`config.mk`:
```
export PLATFORM = sky130hd
export DESIGN_NAME = pdw_power_down_wakeup_lvd
export DESIGN_NICKNAME = d
export VERILOG_FILES = /design/src/design/pdw_pkg.sv /design/src/design/pdw_sync.sv /design/src/design/pdw_lvd_delay.sv /design/src/design/pdw_power_down_wakeup_lvd.sv
export SDC_FILE = /design/constraint.sdc
export NUM_CORES = 1
export LEC_CHECK = 0
export BUFFER_PORTS_ARGS = -buffer_cell sky130_fd_sc_hd__buf_2
export CAP_MARGIN = 10
export CELL_PAD_IN_SITES_DETAIL_PLACEMENT = 0
export CELL_PAD_IN_SITES_GLOBAL_PLACEMENT = 2
export CORE_ASPECT_RATIO = 1.1
export CORE_MARGIN = 4
export CORE_UTILIZATION = 25
export CTS_CLUSTER_DIAMETER = 100
export DETAILED_ROUTE_END_ITERATION = 6
export GPL_TIMING_DRIVEN = 0
export PLACE_DENSITY = 0.72
export SLEW_MARGIN = 5
export SYNTH_ARGS = -nofsm -noshare
export SYNTH_HDL_FRONTEND = slang
export SYNTH_SLANG_ARGS = --single-unit
```
`constraint.sdc`:
```
create_clock -name pclk -period 2.3 [get_ports pclk]
set_input_delay 0.46 -clock pclk [delete_from_list [all_inputs] [get_ports pclk]]
set_output_delay 0.46 -clock pclk [all_outputs]
set_load 0.02 [all_outputs]
```
`src/design/pdw_pkg.sv`:
```
// package for the power-down / wake-up / low-voltage detect block
// assumes a 32-bit apb slave on pclk; all constants used by more than one file live here
package pdw_pkg;
  // register byte addresses (no offsets printed, chosen here)
  localparam logic [7:0] ADDR_LVD_CTRL = 8'h00;
  localparam logic [7:0] ADDR_STATUS = 8'h04;
  localparam logic [7:0] ADDR_WAKE_EN = 8'h08;
  localparam logic [7:0] ADDR_IRQ = 8'h0c;
  localparam logic [7:0] ADDR_WAKE_CAUSE = 8'h10;
  // low_voltage_detect_ctrl field layout
  localparam int LVD_OUT_BIT = 5;
  localparam int LVD_ON_BIT = 4;
  localparam int LVD_THR_LSB = 0;
  localparam int LVD_THR_W = 3;
  localparam logic [7:0] LVD_CTRL_RESET = 8'h00;
  // status bits
  localparam int ST_PD_BIT = 0;
  localparam int ST_TO_BIT = 1;
  localparam int ST_SLEEP_BIT = 2;
  // wake cause codes
  localparam logic [2:0] CAUSE_NONE = 3'h0;
  localparam logic [2:0] CAUSE_EXT_RESET = 3'h1;
  localparam logic [2:0] CAUSE_PORTA = 3'h2;
  localparam logic [2:0] CAUSE_IRQ = 3'h3;
  localparam logic [2:0] CAUSE_WDT = 3'h4;
  // timing
  localparam int CLK_MHZ = 50;
  localparam int IRQ_DELAY_US = 1;
  localparam int IRQ_DELAY_CYC = IRQ_DELAY_US * CLK_MHZ;
  localparam int CLK_RESTART_NS = 200;
  localparam int CLK_RESTART_CYC = (CLK_RESTART_NS * CLK_MHZ + 999) / 1000;
  typedef enum logic [1:0]
  {
    PDW_RUN = 2'b00,
    PDW_SLEEP = 2'b01,
    PDW_RESTART = 2'b10,
    PDW_RESUME = 2'b11
  } pdw_state_type;
endpackage : pdw_pkg

```
`src/design/pdw_sync.sv`:
```
// two-flop synchroniser for a bundle of asynchronous levels
// assumes the inputs come from pins outside the pclk domain
`timescale 1ns/1ps
module pdw_sync #(
  parameter int WIDTH = 1,
  parameter logic [WIDTH-1:0] RESET_VAL = '0
) (
  // clocking
  input wire logic pclk,
  input wire logic presetn,
  input wire logic clk_en,
  // levels
  input wire logic [WIDTH-1:0] async_in,
  output logic [WIDTH-1:0] sync_out
);
  logic [WIDTH-1:0] stage1;

  always_ff @(posedge pclk or negedge presetn)
  begin
    if (!presetn)
    begin
      // reset to each pin's idle level so no false edge follows reset
      stage1 <= RESET_VAL;
      sync_out <= RESET_VAL;
    end
    else if (clk_en)
    begin
      stage1 <= async_in;
      sync_out <= stage1;
    end
  end
endmodule : pdw_sync

```
`src/design/pdw_lvd_delay.sv`:
```
// qualifies the low-voltage comparator output: flag only after a fixed delay
// assumes low_in is already synchronised to pclk
`timescale 1ns/1ps
module pdw_lvd_delay
  import pdw_pkg::*;
#(
  parameter int DELAY_CYC = IRQ_DELAY_CYC
) (
  // clocking
  input wire logic pclk,
  input wire logic presetn,
  input wire logic clk_en,
  // detector
  input wire logic low_in,
  output logic fire
);
  logic [15:0] count;

  // fire pulses once when low has held for the full delay; a dip restarts the wait
  always_ff @(posedge pclk or negedge presetn)
  begin
    if (!presetn)
    begin
      count <= '0;
      fire <= 1'b0;
    end
    else if (clk_en)
    begin
      fire <= 1'b0;
      if (!low_in)
        count <= '0;
      else if (count < 16'(DELAY_CYC))
      begin
        count <= count + 16'h0001;
        fire <= (count == 16'(DELAY_CYC - 1));
      end
    end
  end

  AST_DELAY_NOT_EARLY: assert property (@(posedge pclk) disable iff (!presetn)
    fire |-> (count == 16'(DELAY_CYC)))
    else $error("detector fired without low voltage");
endmodule : pdw_lvd_delay

```
`src/design/pdw_power_down_wakeup_lvd.sv`:
```
// power-down entry, wake-up sources and low-voltage detector register
// assumes: core gives one-cycle halt/wdt-clear strobes; pins and analog comparator
// are asynchronous; pclk itself keeps running (the gated system clock is an output)
`timescale 1ns/1ps
module pdw_power_down_wakeup_lvd
  import pdw_pkg::*;
#(
  parameter int PORTA_W = 8,
  parameter int IRQ_W = 8,
  parameter int RESTART_CYC = CLK_RESTART_CYC,
  parameter int LVD_DELAY_CYC = IRQ_DELAY_CYC
) (
  // clock and reset
  input wire logic pclk,
  input wire logic presetn,
  input wire logic clk_en,
  // apb slave
  input wire logic psel,
  input wire logic penable,
  input wire logic pwrite,
  input wire logic [7:0] paddr,
  input wire logic [31:0] pwdata,
  output logic [31:0] prdata,
  output logic pready,
  output logic pslverr,
  // processor core
  input wire logic halt_strobe,
  input wire logic wdt_clear_strobe,
  input wire logic stack_full,
  input wire logic [IRQ_W-1:0] irq_flags,
  input wire logic [IRQ_W-1:0] irq_enables,
  output logic sys_clk_en,
  output logic core_hold,
  output logic state_retain,
  output logic resume_after_halt,
  output logic vector_irq,
  output logic pending_irq,
  output logic full_reset,
  output logic wdt_reset,
  output logic low_voltage_irq_flag,
  // watchdog
  input wire logic wdt_enabled,
  input wire logic wdt_from_sub_clk,
  input wire logic wdt_overflow,
  output logic wdt_counter_clear,
  output logic wdt_run,
  // pins and analog
  input wire logic ext_reset_req_n,
  input wire logic [PORTA_W-1:0] porta_pins,
  input wire logic lvd_comparator_low,
  output logic detector_on,
  output logic [LVD_THR_W-1:0] threshold_select
);
  pdw_state_type state;
  pdw_state_type next_state;
  logic power_down_flag;
  logic watchdog_timeout_flag;
  logic [PORTA_W-1:0] porta_wake_enables;
  logic [PORTA_W-1:0] porta_s;
  logic [PORTA_W-1:0] porta_prev;
  logic [IRQ_W-1:0] irq_prev;
  logic ext_reset_n_s;
  logic low_voltage_output;
  logic lvd_fire;
  logic [2:0] cause;
  logic [2:0] next_cause;
  logic [15:0] restart_cnt;
  logic [IRQ_W-1:0] wake_irq_vec;
  logic irq_rise;
  logic porta_fall;
  logic wake_any;
  logic sleeping;
  logic apb_wr;
  logic apb_rd;
  logic lvd_flag_clear;

  // one address decode shared by read and write paths
  function automatic logic addr_is(input logic [7:0] a, input logic [7:0] target);
    addr_is = (a == target);
  endfunction : addr_is

  pdw_sync #(.WIDTH(PORTA_W + 2), .RESET_VAL({{PORTA_W{1'b1}}, 2'b10})) u_sync (
    .pclk(pclk),
    .presetn(presetn),
    .clk_en(clk_en),
    .async_in({porta_pins, ext_reset_req_n, lvd_comparator_low}),
    .sync_out({porta_s, ext_reset_n_s, low_voltage_output})
  );

  pdw_lvd_delay #(.DELAY_CYC(LVD_DELAY_CYC)) u_delay (
    .pclk(pclk),
    .presetn(presetn),
    .clk_en(clk_en),
    .low_in(low_voltage_output & detector_on),
    .fire(lvd_fire)
  );

  assign sleeping = (state == PDW_SLEEP);
  assign apb_wr = psel & penable & pwrite;
  assign apb_rd = psel & penable & ~pwrite;
  assign pready = 1'b1;
  assign pslverr = 1'b0;

  // only a rising flag or falling enabled pin counts, so a flag high at entry cannot wake
  assign irq_rise = |(irq_flags & ~irq_prev);
  assign porta_fall = |(porta_prev & ~porta_s & porta_wake_enables);
  assign wake_any = ~ext_reset_n_s | porta_fall | irq_rise
    | (wdt_overflow & wdt_run) | lvd_fire;

  always_ff @(posedge pclk or negedge presetn)
  begin
    if (!presetn)
    begin
      porta_prev <= '1;
      irq_prev <= '0;
    end
    else if (clk_en)
    begin
      porta_prev <= porta_s;
      irq_prev <= irq_flags;
    end
  end

  always_comb
  begin
    next_state = state;
    next_cause = cause;
    case (state)
      PDW_RUN:
        if (halt_strobe)
        begin
          next_state = PDW_SLEEP;
          next_cause = CAUSE_NONE;
        end
      PDW_SLEEP:
        if (wake_any)
        begin
          next_state = PDW_RESTART;
          if (!ext_reset_n_s)
            next_cause = CAUSE_EXT_RESET;
          else if (wdt_overflow & wdt_run)
            next_cause = CAUSE_WDT;
          else if (porta_fall)
            next_cause = CAUSE_PORTA;
          else
            next_cause = CAUSE_IRQ;
        end
      PDW_RESTART:
        if (restart_cnt >= 16'(RESTART_CYC))
          next_state = PDW_RESUME;
      PDW_RESUME:
        next_state = PDW_RUN;
      default:
        next_state = PDW_RUN;
    endcase
  end

  always_ff @(posedge pclk or negedge presetn)
  begin
    if (!presetn)
    begin
      state <= PDW_RUN;
      cause <= CAUSE_NONE;
    end
    else if (clk_en)
    begin
      state <= next_state;
      cause <= next_cause;
    end
  end

  always_ff @(posedge pclk or negedge presetn)
  begin
    if (!presetn)
      restart_cnt <= '0;
    else if (clk_en)
    begin
      if (state == PDW_RESTART)
        restart_cnt <= restart_cnt + 16'h0001;
      else
        restart_cnt <= '0;
    end
  end

  // clock comes back from the third restart cycle, before the restart wait has elapsed; nothing resumes before the wait ends
  always_ff @(posedge pclk or negedge presetn)
  begin
    if (!presetn)
    begin
      sys_clk_en <= 1'b1;
      core_hold <= 1'b0;
      state_retain <= 1'b0;
    end
    else if (clk_en)
    begin
      sys_clk_en <= (next_state == PDW_RUN) || (next_state == PDW_RESUME)
        || (next_state == PDW_RESTART && restart_cnt != 16'h0000);
      core_hold <= (next_state != PDW_RUN);
      state_retain <= (next_state == PDW_SLEEP) || (next_state == PDW_RESTART);
    end
  end

  // wake actions fire as one-cycle pulses on the resume step
  always_ff @(posedge pclk or negedge presetn)
  begin
    if (!presetn)
    begin
      full_reset <= 1'b0;
      wdt_reset <= 1'b0;
      resume_after_halt <= 1'b0;
      vector_irq <= 1'b0;
      wake_irq_vec <= '0;
    end
    else if (clk_en)
    begin
      full_reset <= 1'b0;
      wdt_reset <= 1'b0;
      resume_after_halt <= 1'b0;
      vector_irq <= 1'b0;
      // forget the last wake's flags on entry, so a pin or detector wake cannot vector on them
      if (state == PDW_RUN && halt_strobe)
        wake_irq_vec <= '0;
      else if (state == PDW_SLEEP && irq_rise)
        wake_irq_vec <= irq_flags & ~irq_prev;
      if (state == PDW_RESUME)
      begin
        case (cause)
          CAUSE_EXT_RESET: full_reset <= 1'b1;
          CAUSE_WDT: wdt_reset <= 1'b1;
          CAUSE_PORTA: resume_after_halt <= 1'b1;
          CAUSE_IRQ:
            if ((|(wake_irq_vec & irq_enables)) && !stack_full)
              vector_irq <= 1'b1;
            else
              resume_after_halt <= 1'b1;
          default: resume_after_halt <= 1'b1;
        endcase
      end
    end
  end

  // in run, pending is high while a request flag is up and none can be serviced (none enabled, or stack full)
  assign pending_irq = (state == PDW_RUN) && (|irq_flags)
    && (!(|(irq_flags & irq_enables)) || stack_full);

  assign wdt_counter_clear = (state == PDW_RUN) && halt_strobe;
  assign wdt_run = wdt_enabled && (!sleeping || wdt_from_sub_clk);

  // status flags; the halt set wins over a same-cycle watchdog clear
  always_ff @(posedge pclk or negedge presetn)
  begin
    if (!presetn)
    begin
      power_down_flag <= 1'b0;
      watchdog_timeout_flag <= 1'b0;
    end
    else if (clk_en)
    begin
      if (state == PDW_RUN && halt_strobe)
      begin
        power_down_flag <= 1'b1;
        watchdog_timeout_flag <= 1'b0;
      end
      else
      begin
        if (wdt_clear_strobe)
          power_down_flag <= 1'b0;
        if (next_cause == CAUSE_WDT && state == PDW_SLEEP)
          watchdog_timeout_flag <= 1'b1;
        else if (wdt_clear_strobe)
          watchdog_timeout_flag <= 1'b0;
      end
    end
  end

  // software-written configuration
  always_ff @(posedge pclk or negedge presetn)
  begin
    if (!presetn)
    begin
      detector_on <= LVD_CTRL_RESET[LVD_ON_BIT];
      threshold_select <= LVD_CTRL_RESET[LVD_THR_LSB +: LVD_THR_W];
      porta_wake_enables <= '0;
    end
    else if (clk_en && apb_wr)
    begin
      if (addr_is(paddr, ADDR_LVD_CTRL))
      begin
        detector_on <= pwdata[LVD_ON_BIT];
        threshold_select <= pwdata[LVD_THR_LSB +: LVD_THR_W];
      end
      if (addr_is(paddr, ADDR_WAKE_EN))
        porta_wake_enables <= pwdata[PORTA_W-1:0];
    end
  end

  // detector flag: set wins over a software clear in the same cycle
  assign lvd_flag_clear = clk_en && apb_wr && addr_is(paddr, ADDR_IRQ) && pwdata[0];
  always_ff @(posedge pclk or negedge presetn)
  begin
    if (!presetn)
      low_voltage_irq_flag <= 1'b0;
    else if (clk_en)
    begin
      if (lvd_fire)
        low_voltage_irq_flag <= 1'b1;
      else if (lvd_flag_clear)
        low_voltage_irq_flag <= 1'b0;
    end
  end

  // read data registered at the setup phase; unmapped addresses read zero
  always_ff @(posedge pclk or negedge presetn)
  begin
    if (!presetn)
      prdata <= '0;
    else if (clk_en && psel && !penable && !pwrite)
    begin
      prdata <= '0;
      if (addr_is(paddr, ADDR_LVD_CTRL))
      begin
        prdata[LVD_OUT_BIT] <= low_voltage_output & detector_on;
        prdata[LVD_ON_BIT] <= detector_on;
        prdata[LVD_THR_LSB +: LVD_THR_W] <= threshold_select;
      end
      else if (addr_is(paddr, ADDR_STATUS))
      begin
        prdata[ST_PD_BIT] <= power_down_flag;
        prdata[ST_TO_BIT] <= watchdog_timeout_flag;
        prdata[ST_SLEEP_BIT] <= sleeping;
      end
      else if (addr_is(paddr, ADDR_WAKE_EN))
        prdata[PORTA_W-1:0] <= porta_wake_enables;
      else if (addr_is(paddr, ADDR_IRQ))
        prdata[0] <= low_voltage_irq_flag;
      else if (addr_is(paddr, ADDR_WAKE_CAUSE))
        prdata[2:0] <= cause;
    end
  end

  AST_HALT_SLEEPS: assert property (@(posedge pclk) disable iff (!presetn)
    (clk_en && state == PDW_RUN && halt_strobe) |=> (state == PDW_SLEEP && core_hold))
    else $error("halt did not enter sleep");
  AST_HALT_FLAGS: assert property (@(posedge pclk) disable iff (!presetn)
    (clk_en && state == PDW_RUN && halt_strobe) |=> (power_down_flag && !watchdog_timeout_flag))
    else $error("halt flags wrong");
  AST_CLK_OFF_ASLEEP: assert property (@(posedge pclk) disable iff (!presetn)
    (state == PDW_SLEEP) |-> (!sys_clk_en && state_retain))
    else $error("clock running while asleep");
  AST_WDT_HALTS: assert property (@(posedge pclk) disable iff (!presetn)
    (sleeping && !wdt_from_sub_clk) |-> !wdt_run)
    else $error("watchdog ran from system clock asleep");
  AST_WAKE_LEAVES: assert property (@(posedge pclk) disable iff (!presetn)
    (clk_en && sleeping && wake_any) |=> (state == PDW_RESTART))
    else $error("wake event ignored");
  AST_EXT_FULL_RESET: assert property (@(posedge pclk) disable iff (!presetn)
    (state == PDW_RESUME && cause == CAUSE_EXT_RESET && clk_en) |=> full_reset)
    else $error("no full reset on external wake");
  AST_CLK_BEFORE_ACTION: assert property (@(posedge pclk) disable iff (!presetn)
    (resume_after_halt || vector_irq || wdt_reset || full_reset) |-> $past(sys_clk_en))
    else $error("action before clock restart");
  AST_VECTOR_OK: assert property (@(posedge pclk) disable iff (!presetn)
    vector_irq |-> !$past(stack_full))
    else $error("vectored with full stack");
  AST_LVF_SET: assert property (@(posedge pclk) disable iff (!presetn)
    (clk_en && lvd_fire) |=> low_voltage_irq_flag)
    else $error("detector flag not set");
  COV_PORTA_WAKE: cover property (@(posedge pclk) resume_after_halt && cause == CAUSE_PORTA);
  COV_IRQ_VECTOR: cover property (@(posedge pclk) vector_irq);
  COV_WDT_WAKE: cover property (@(posedge pclk) wdt_reset);
  COV_LVD_FLAG: cover property (@(posedge pclk) $rose(low_voltage_irq_flag));
endmodule : pdw_power_down_wakeup_lvd

```
==> results of run 1 <==
cell families (layout without fill, tap and decap cells):
family	count (synthesis)	after routing	share of synthesized area [%]
multiplexers	63	63	12.6
XOR/XNOR	15	15	2.40
other	2	27	0.137
buffers and inverters	54	148	5.97
adder cells (fa/ha/maj)	7	7	1.60
AND/OR/NAND/NOR	187	187	16.7
flip-flops	112	112	51.8
AO/OA/AOI/OAI	71	71	8.74
power groups by stage:
stage | logic (W) | clock network, W | registers (W)
final | 0.00120 | 0.00170 | 0.00248
after global routing | 0.00135 | 0.00183 | 0.00252
after CTS | 0.00120 | 0.00175 | 0.00248
after detailed placement | 0.00119 | 0 | 0.00251
after global placement | 0.00116 | 0 | 0.00250
after floorplan | 0.000787 | 0 | 0.00249
sequential cells by signal, summed over array words and instances (netlist names), 2 cells and up:
register	flops
irq_prev	8
state	2
cause	3
threshold_select	3
u_delay.count	16
wake_irq_vec	8
restart_cnt	16
porta_wake_enables	8
porta_prev	8
u_sync.stage1	10
u_sync.sync_out	10
prdata	8
routing by layer:
| layer | wire length [um] | vias up | share of wire (%) | track usage (%) |
|---|---|---|---|---|
| met2 | 6540 | 95 | 48 | 18.5 |
| met5 | 7 | - | 0.051 | 0 |
| met1 | 6180 | 1943 | 45 | 15.4 |
| met3 | 562 | 23 | 4.1 | 1.89 |
| li1 | - | 1971 | - | - |
| met4 | 308 | 2 | 2.3 | 4.74 |
stage by stage:
stage                     utilization, %  total power [W]  setup TNS, ns  hold WS, ns
after floorplan                        -          0.00328              0        0.164
after global placement              29.4          0.00366         -49.21        0.458
after detailed placement            29.5          0.00370          -6.06        0.414
after CTS                           31.1          0.00543              0       0.0325
after global routing                31.2          0.00570         -0.110       0.0528
final                               31.2          0.00537              0       0.0304
critical path: stages (launching register included):
cell and delay, ns:
dfrtp_1 0.38, buf_6 0.14, nand2b_4 0.17, o211ai_1 0.18, buf_4 0.15, and3_4 0.19
nand4_1 0.18, a21o_1 0.24, ha_1 0.28, a21oi_1 0.11, a21oi_1 0.07
synthesized netlist by cell type (9+ instances only):
library cell,instances,share of area (%)
o21ai_0,14,1.3
nand3_1,18,1.6
mux2i_1,15,2.7
inv_1,13,0.89
nor2_1,43,2.9
a22oi_1,9,1.2
mux2_2,48,9.9
nor2b_1,13,1.5
buf_4,27,3.7
a21oi_1,15,1.4
nand4_1,9,1.0
nand2_1,60,4.1
dfrtp_1,85,39
xor2_1,10,1.6
clkbuf_1,10,0.69
nand2b_1,9,1.0
dfstp_2,27,13
final timing paths:
| path | endpoint | slack [ns] | cells past startpoint |
|---|---|---|---|
| setup / recovery | sys_clk_en | 0.12 | 10 |
| hold / removal | u_sync.sync_out[0] | 0.03 | 1 |
| setup reg to reg | sys_clk_en | 0.12 | 10 |
| hold reg to reg | prdata[6] | 0.48 | 2 |
| max in group asynchronous | sys_clk_en | 1.56 | 2 |
| min in group pclk | u_sync.stage1[0] | 0.34 | 2 |
layout by cell type, fill, tap and decap left out, drive strengths merged, types with 3 or more instances in the layout:
cell type,instances
nor3,4
dfrtp,85
dfstp,27
o22ai,5
conb,26
a21oi,16
inv,14
o32ai,3
nor2,44
nand2b,13
nor4,7
o21ai,14
ha,7
xor2,10
or3,3
mux2,48
and3,6
buf,109
mux2i,15
nand2,60
nand3,18
nand4,9
clkbuf,21
o31ai,6
nor2b,13
a22oi,9
xnor2,5
layout make-up:
class | count | area [sq um] | share of cell area (%)
timing repair buffer | 78 | 424 | 6.34
tap | 290 | 363 | 5.42
clock inverter | 5 | 77.6 | 1.16
inverter | 13 | 48.8 | 0.729
buffer | 41 | 278 | 4.15
multi-input combinational | 369 | 2420 | 36.2
sequential | 112 | 2840 | 42.4
clock buffer | 11 | 243 | 3.63
antenna | 1 | 2.50 | 0.0374
repair_timing:
item                                    4_1_cts  5_1_grt
buffers inserted                              2        0
endpoints found under the setup margin        2        6
pin swaps                                     1        1
gates resized for setup                       0        5
hold buffers                                  0        0
==> metrics.csv, run 1 <==
metric,value,unit
status,finished clean,
seqPwrFrac,46.1,%
cts_tree,yes,
path_clk_slew,0.08,ns
cellInternalPower,0.00378,W
finalWorstSetupSlack,0.123,ns
cts_buffers,9,
synth_warnings,0,
syn2layout_area_growth,22.3,%
drtPass1Iterations,4,
clk_path_buf_depth,2,
grt_max_degree,71,
syn-mean-instance-area,10.7,sq um
grt_pass1_vias,4167,
numClockSinks,112,
cp.required,2.56,ns
synth_flop_cell,dfrtp_1,
antenna_left,0,
gr-total-overflow,0,
hold_path.class,in2async,
cp_data_arrival_time,2.44,ns
crit_type,reg2reg,
p_leak,3.04,nW
skew,0.0100,ns
vias_per_cell,4.38,
place_ws,-0.314,ns
drc,0,
setup_violations,0,
p_switching,0.00159,W
initial_core_util,25.5,%
fillers,2290,
drtIter0Drc,193,
nNetsFinal,709,
grt_antenna_before_repair,2,
gr-usage-all-layers,11.5,%
drive_above_1_share,33.4,%
finalHoldViolCount,0,
drv_slew,0,
vdd_ir_drop_max,0.397,mV
async_reset_ff_share,100,%
cts_max_level,3,
syn_area,5470,sq um
placedCellCount,901,
instances_no_fill,920,
die_w,149,um
die_area,24300,sq um
pwr-share-clk,31.6,%
num_io_pins,127,
critPathLaunchType,flip-flop,
ys_ff_latch,112,
netlist_instances,511,
dpl.hpwl,10600,um
clk_root_buffer_cell,clkbuf_16,
fin_crit_sh,94.7,%
swShare,29.5,%
dieHeight,163,um
wl_per_cell,14.8,um
core_area,21400,sq um
rows,56,
crit_start,state[1],
clk_latency,0.35,ns
power_density,802,nW/um^2
port_buffers,75,
placed_area,6330,sq um
worst-path-max-fanout,10,
synth-seq-area-share,51.8,%
dr_total_vias,4034,
comb_power_share,22.3,%
reg2reg_from,state[1],
crit_path_end_kind,flip-flop,
relSlewSlack,42.7,%
worstMarginPinSlew,0.851,ns
fin_crit,2.18,ns
synth_cell_type_count,56,
synth_edf_count,0,
fin_area,6690,sq um
routabilityCongestion,0.805,
grt_pass1_wl,22200,um
rsz0062_at_grt,true,
clock.fmax,459,MHz
cap_violations,0,
drt_wl_total,13600,um
No activity file was read; power rests on OpenSTA's default activity.
==> run 2, diff against run 1 <==
CORE_MARGIN = default   (was 4)
==> run 2 against run 1 <==
Maximum frequency grew 1.7%. Flip-flop and latch count unchanged. Register-to-register slack gained 0.04 ns. First-iteration DRC count increased by 23%. Die area fell by 7.6%. Core utilization hardly changed. Final cell count stayed put. Cell area shrank 0.41%. Clock skew increased by 0.0020 ns. Critical path depth unchanged. Critical endpoint unchanged.
==> metrics.csv, run 2 (synthesized netlist as in run 1, its figures left out) <==
metric,value,unit
grt_antenna_before_repair,1,
gr-total-overflow,0,
die_w,143,um
fin_crit_sh,93.1,%
hold_path.class,in2async,
setup-tns-final,0,ns
clk_root_buffer_cell,clkbuf_16,
grt_pass1_wl,22200,um
die_area,22500,sq um
cts_tree,yes,
clk_path_buf_depth,2,
grt-busiest-layer,met2,
skew,0.0120,ns
met3_usage,2.89,%
path_clk_slew,0.07,ns
antenna_left,0,
insertedDiodeCount,0,
crit_type,reg2reg,
drt_wl_total,13500,um
drtPass1Iterations,4,
port_buffers,75,
cp_data_arrival_time,2.40,ns
core_area,21400,sq um
grt_use_met1,16.9,%
cts_max_level,3,
reg2reg_from,state[1],
grt_use_met2,21.0,%
drc,0,
mostFrequentLayoutCells,"dfrtp_1, buf_2, nand2_1",
relSlewSlack,43.0,%
layout_commonest_cell,dfrtp_1,
p_leak,3.03,nW
power_density,785,nW/um^2
num_io_pins,127,
syn2layout_area_growth,21.8,%
dpl.hpwl,10200,um
worstMarginPinSlew,0.852,ns
drive_above_1_share,33.7,%
clk_latency,0.35,ns
nNetsFinal,710,
vias_per_cell,4.40,
gr-usage-all-layers,13.0,%
setup_violations,0,
dieHeight,157,um
initial_core_util,25.6,%
r2r_cells,10,
crit_path_end_kind,flip-flop,
r2r_slack,0.16,ns
reg_top3,"restart_cnt x16, u_delay.count x16",
cp.required,2.56,ns
cts_buffers,9,
clock.fmax,467,MHz
routabilityCongestion,0.805,
dr_total_vias,4048,
wl_per_cell,14.7,um
hold_slack,0.0526,ns
fin_crit,2.14,ns
critPathLaunchType,flip-flop,
grt_max_degree,60,
rows,56,
grt_pass1_vias,4166,
worst-path-max-fanout,10,
rsz0062_at_grt,false,
cap_violations,0,
finalHoldViolCount,0,
drv_slew,0,
numClockSinks,112,
status,finished clean,
vdd_ir_drop_max,0.351,mV
r2r_end,sys_clk_en,
drtIter0Drc,237,
fin_util,31.2,%
-- run 2: cell type report --
cell class / instances / area, sq um
tap: 290 / 363
clock buffer: 10 / 229
sequential: 112 / 2840
inverter: 13 / 48.8
multi-input combinational: 369 / 2420
clock inverter: 6 / 58.8
buffer: 41 / 278
timing repair buffer: 79 / 432
fill: 2209 / 14700
-- run 2: worst max-delay path, cell delays in order (launching register included) --
cell	delay (ns)
dfrtp_1	0.37
buf_6	0.14
nand2b_4	0.16
o211ai_1	0.18
buf_4	0.15
and3_4	0.19
nand4_1	0.15
a21o_1	0.21
ha_1	0.29
a21oi_1	0.13
a21oi_1	0.08
-- run 2: metrics by stage --
stage | worst slack (ns) | cells | total power, W | instance area, sq um
final | 0.159 | 920 | 0.00523 | 6670
after global placement | -0.547 | 900 | 0.00366 | 6300
after floorplan | 0.204 | 535 | 0.00328 | 5560
after global routing | 0.00828 | 920 | 0.00556 | 6670
after CTS | 0.0184 | 920 | 0.00530 | 6650
after detailed placement | -0.234 | 901 | 0.00370 | 6330
-- run 2: power by group --
| part | internal (W) | total [W] | switching, W | leakage, nW |
|---|---|---|---|---|
| sequential | 0.00228 | 0.00248 | 0.000199 | 1.42 |
| combinational | 0.000525 | 0.00120 | 0.000673 | 1.47 |
| clock | 0.000842 | 0.00156 | 0.000714 | 0.146 |
-- run 2: repair_timing --
item / in CTS / in global routing
pin swaps: 2 / 2
setup endpoints to repair: 2 / 3
hold endpoints to repair: 0 / 0
hold buffers: 0 / 0
buffers inserted: 3 / 0
resized for setup: 1 / 4
-- run 2: routing by layer --
layer  up-vias  part of all wire [%]
li1       1976                     -
met2       101                    47
met1      1944                    46
met5         -                 0.096
met4         2                   1.8
met3        25                   4.6
-- run 2: worst max path at each step --
stage / depth (start not counted) / slack, ns / end / startpoint
global route: 10 / 0.008 / sys_clk_en / state[1]
finish: 10 / 0.16 / sys_clk_en / state[1]
CTS: 10 / 0.02 / sys_clk_en / state[1]
global placement: 1 / -0.55 / irq_prev[2] / presetn
detailed placement: 9 / -0.23 / sys_clk_en / state[1]
floorplan: 3 / 0.20 / pending_irq / irq_enables[3]
==> run 3, diff against run 2 <==
CORE_MARGIN = 2   (was default)
==> run 3 against run 2 <==
Global-route usage down 0.76 points. Sequential power about the same. Hold slack worse by 0.012 ns. Via count up 0.79%. Final cell count unchanged. Combinational power about the same. Cell area is 0.34% higher. Count of clock-buffer cells in the layout unchanged. Critical endpoint unchanged. Largest cell class unchanged. Highest routed layer unchanged.
==> metrics.csv, run 3 (synthesized netlist as in run 1, its figures left out) <==
metric,value,unit
worstMarginPinSlew,0.845,ns
ctsHoldBuffers,0,
fin_area,6690,sq um
crit_slowest_cell,dfstp_2,
cellInternalPower,0.00376,W
comb_power_share,22.5,%
cap_violations,0,
die_w,145,um
grt_max_degree,60,
layout_commonest_cell,dfrtp_1,
vias_per_cell,4.43,
crit_path_end_kind,flip-flop,
clk_path_buf_depth,2,
grt_pass1_vias,4232,
drtIter0Drc,151,
gr-total-overflow,0,
cts_max_level,3,
p_leak,3.04,nW
crit_chain,o22ai_1 -> nor2_1 -> and3_4 -> nand4_1 -> a21o_1 -> ha_1 -> a21oi_2 -> a21oi_1,
drive_above_1_share,33.7,%
instances_no_fill,920,
p_switching,0.00162,W
pwr-share-clk,31.5,%
cts_tree,yes,
critical-path-top-delay-family,simple AND/OR/NAND/NOR gates,
drtPass1Iterations,4,
cp.required,2.56,ns
clock.fmax,459,MHz
critPathMaxStageDelay,0.55,ns
fin_crit_sh,94.7,%
initial_core_util,25.6,%
core_area,21400,sq um
fillers,2217,
drt_wl_total,13800,um
die_area,23100,sq um
grt_pass1_wl,22400,um
rsz0062_at_grt,false,
syn2layout_area_growth,22.2,%
drv_slew,0,
placed_area,6330,sq um
hold_path.class,in2async,
grt_antenna_before_repair,2,
drc,0,
dpl.hpwl,10300,um
skew,0.00967,ns
finalHoldViolCount,0,
vdd_ir_drop_max,0.328,mV
power_density,805,nW/um^2
antenna_left,0,
clk_latency,0.36,ns
placedCellCount,901,
num_io_pins,127,
routabilityCongestion,0.797,
rows,56,
mostFrequentLayoutCells,"dfrtp_1, buf_2, nand2_1",
dieHeight,159,um
numClockSinks,112,
relSlewSlack,43.5,%
cts_buffers,9,
path_clk_slew,0.07,ns
port_buffers,75,
worst-path-max-fanout,4,
fin_crit,2.18,ns
path_buf_inv,0,
cp_data_arrival_time,2.44,ns
clk_root_buffer_cell,clkbuf_16,
nNetsFinal,709,
critPathLaunchType,flip-flop,
swShare,30.1,%
dr_total_vias,4080,
crit_type,reg2reg,
gr-usage-all-layers,12.2,%
seqPwrFrac,46.0,%
setup_violations,0,
status,finished clean,
wl_per_cell,14.9,um
reg_top3,"restart_cnt x16, u_delay.count x16",
==> run 3: power by group through the flow <==
stage / clock network [W] / registers (W) / logic (W)
final: 0.00169 / 0.00248 / 0.00121
after global routing: 0.00184 / 0.00252 / 0.00135
after CTS: 0.00176 / 0.00248 / 0.00120
after detailed placement: 0 / 0.00251 / 0.00119
after global placement: 0 / 0.00250 / 0.00116
after floorplan: 0 / 0.00249 / 0.000787
==> run 3: routing by layer <==
layer / routed length [um] / vias to the layer above / track usage, %
li1: - / 1971 / -
met2: 6550 / 110 / 20.2
met1: 6280 / 1976 / 15.7
met4: 264 / 2 / 4.23
met3: 638 / 21 / 2.95
met5: 11 / - / 0
==> run 3: layout make-up <==
type | count | area, sq um | area share [%]
sequential | 112 | 2840 | 42.4
multi-input combinational | 369 | 2420 | 36.2
timing repair buffer | 78 | 424 | 6.34
tap | 290 | 363 | 5.43
buffer | 41 | 279 | 4.17
clock buffer | 10 | 229 | 3.42
clock inverter | 6 | 83.8 | 1.25
inverter | 13 | 48.8 | 0.730
antenna | 1 | 2.50 | 0.0374
==> run 3: path summary, 6_finish.rpt <==
path / start / endpoint / slack (ns) / cells past startpoint
worst min register to register: prdata[3] / prdata[3] / 0.49 / 2
worst max-delay path: u_sync.sync_out[7] / sys_clk_en / 0.12 / 8
max in group asynchronous: presetn / porta_prev[0] / 1.54 / 2
worst min-delay path: presetn / restart_cnt[14] / 0.04 / 1
min in group pclk: pwdata[6] / porta_wake_enables[6] / 0.33 / 2
worst max register to register: u_sync.sync_out[7] / sys_clk_en / 0.12 / 8
==> run 3: through the flow <==
step	power, W	TNS, ns	utilization (%)	worst slack, ns	hold WS [ns]
global route	0.00571	0	31.3	0.00151	0.0723
floorplan	0.00328	0	-	0.204	0.164
detailed placement	0.00370	-3.53	29.6	-0.242	0.448
global placement	0.00366	-50.21	29.5	-0.569	0.460
CTS	0.00543	0	31.2	0.0142	0.0625
finish	0.00538	0	31.3	0.121	0.0404
==> run 3: worst reg2reg max path, stage by stage, from the launching register on <==
cell and delay (ns):
dfstp_2 0.55, o22ai_1 0.09, nor2_1 0.30, and3_4 0.27, nand4_1 0.18, a21o_1 0.22, ha_1 0.30, a21oi_2 0.11
a21oi_1 0.07
==> run 3: what timing repair did <==
item                       4_1_cts  5_1_grt
pin swaps                        2        1
setup buffers                    2        0
gates resized for setup          1        7
setup endpoints to repair        2        9
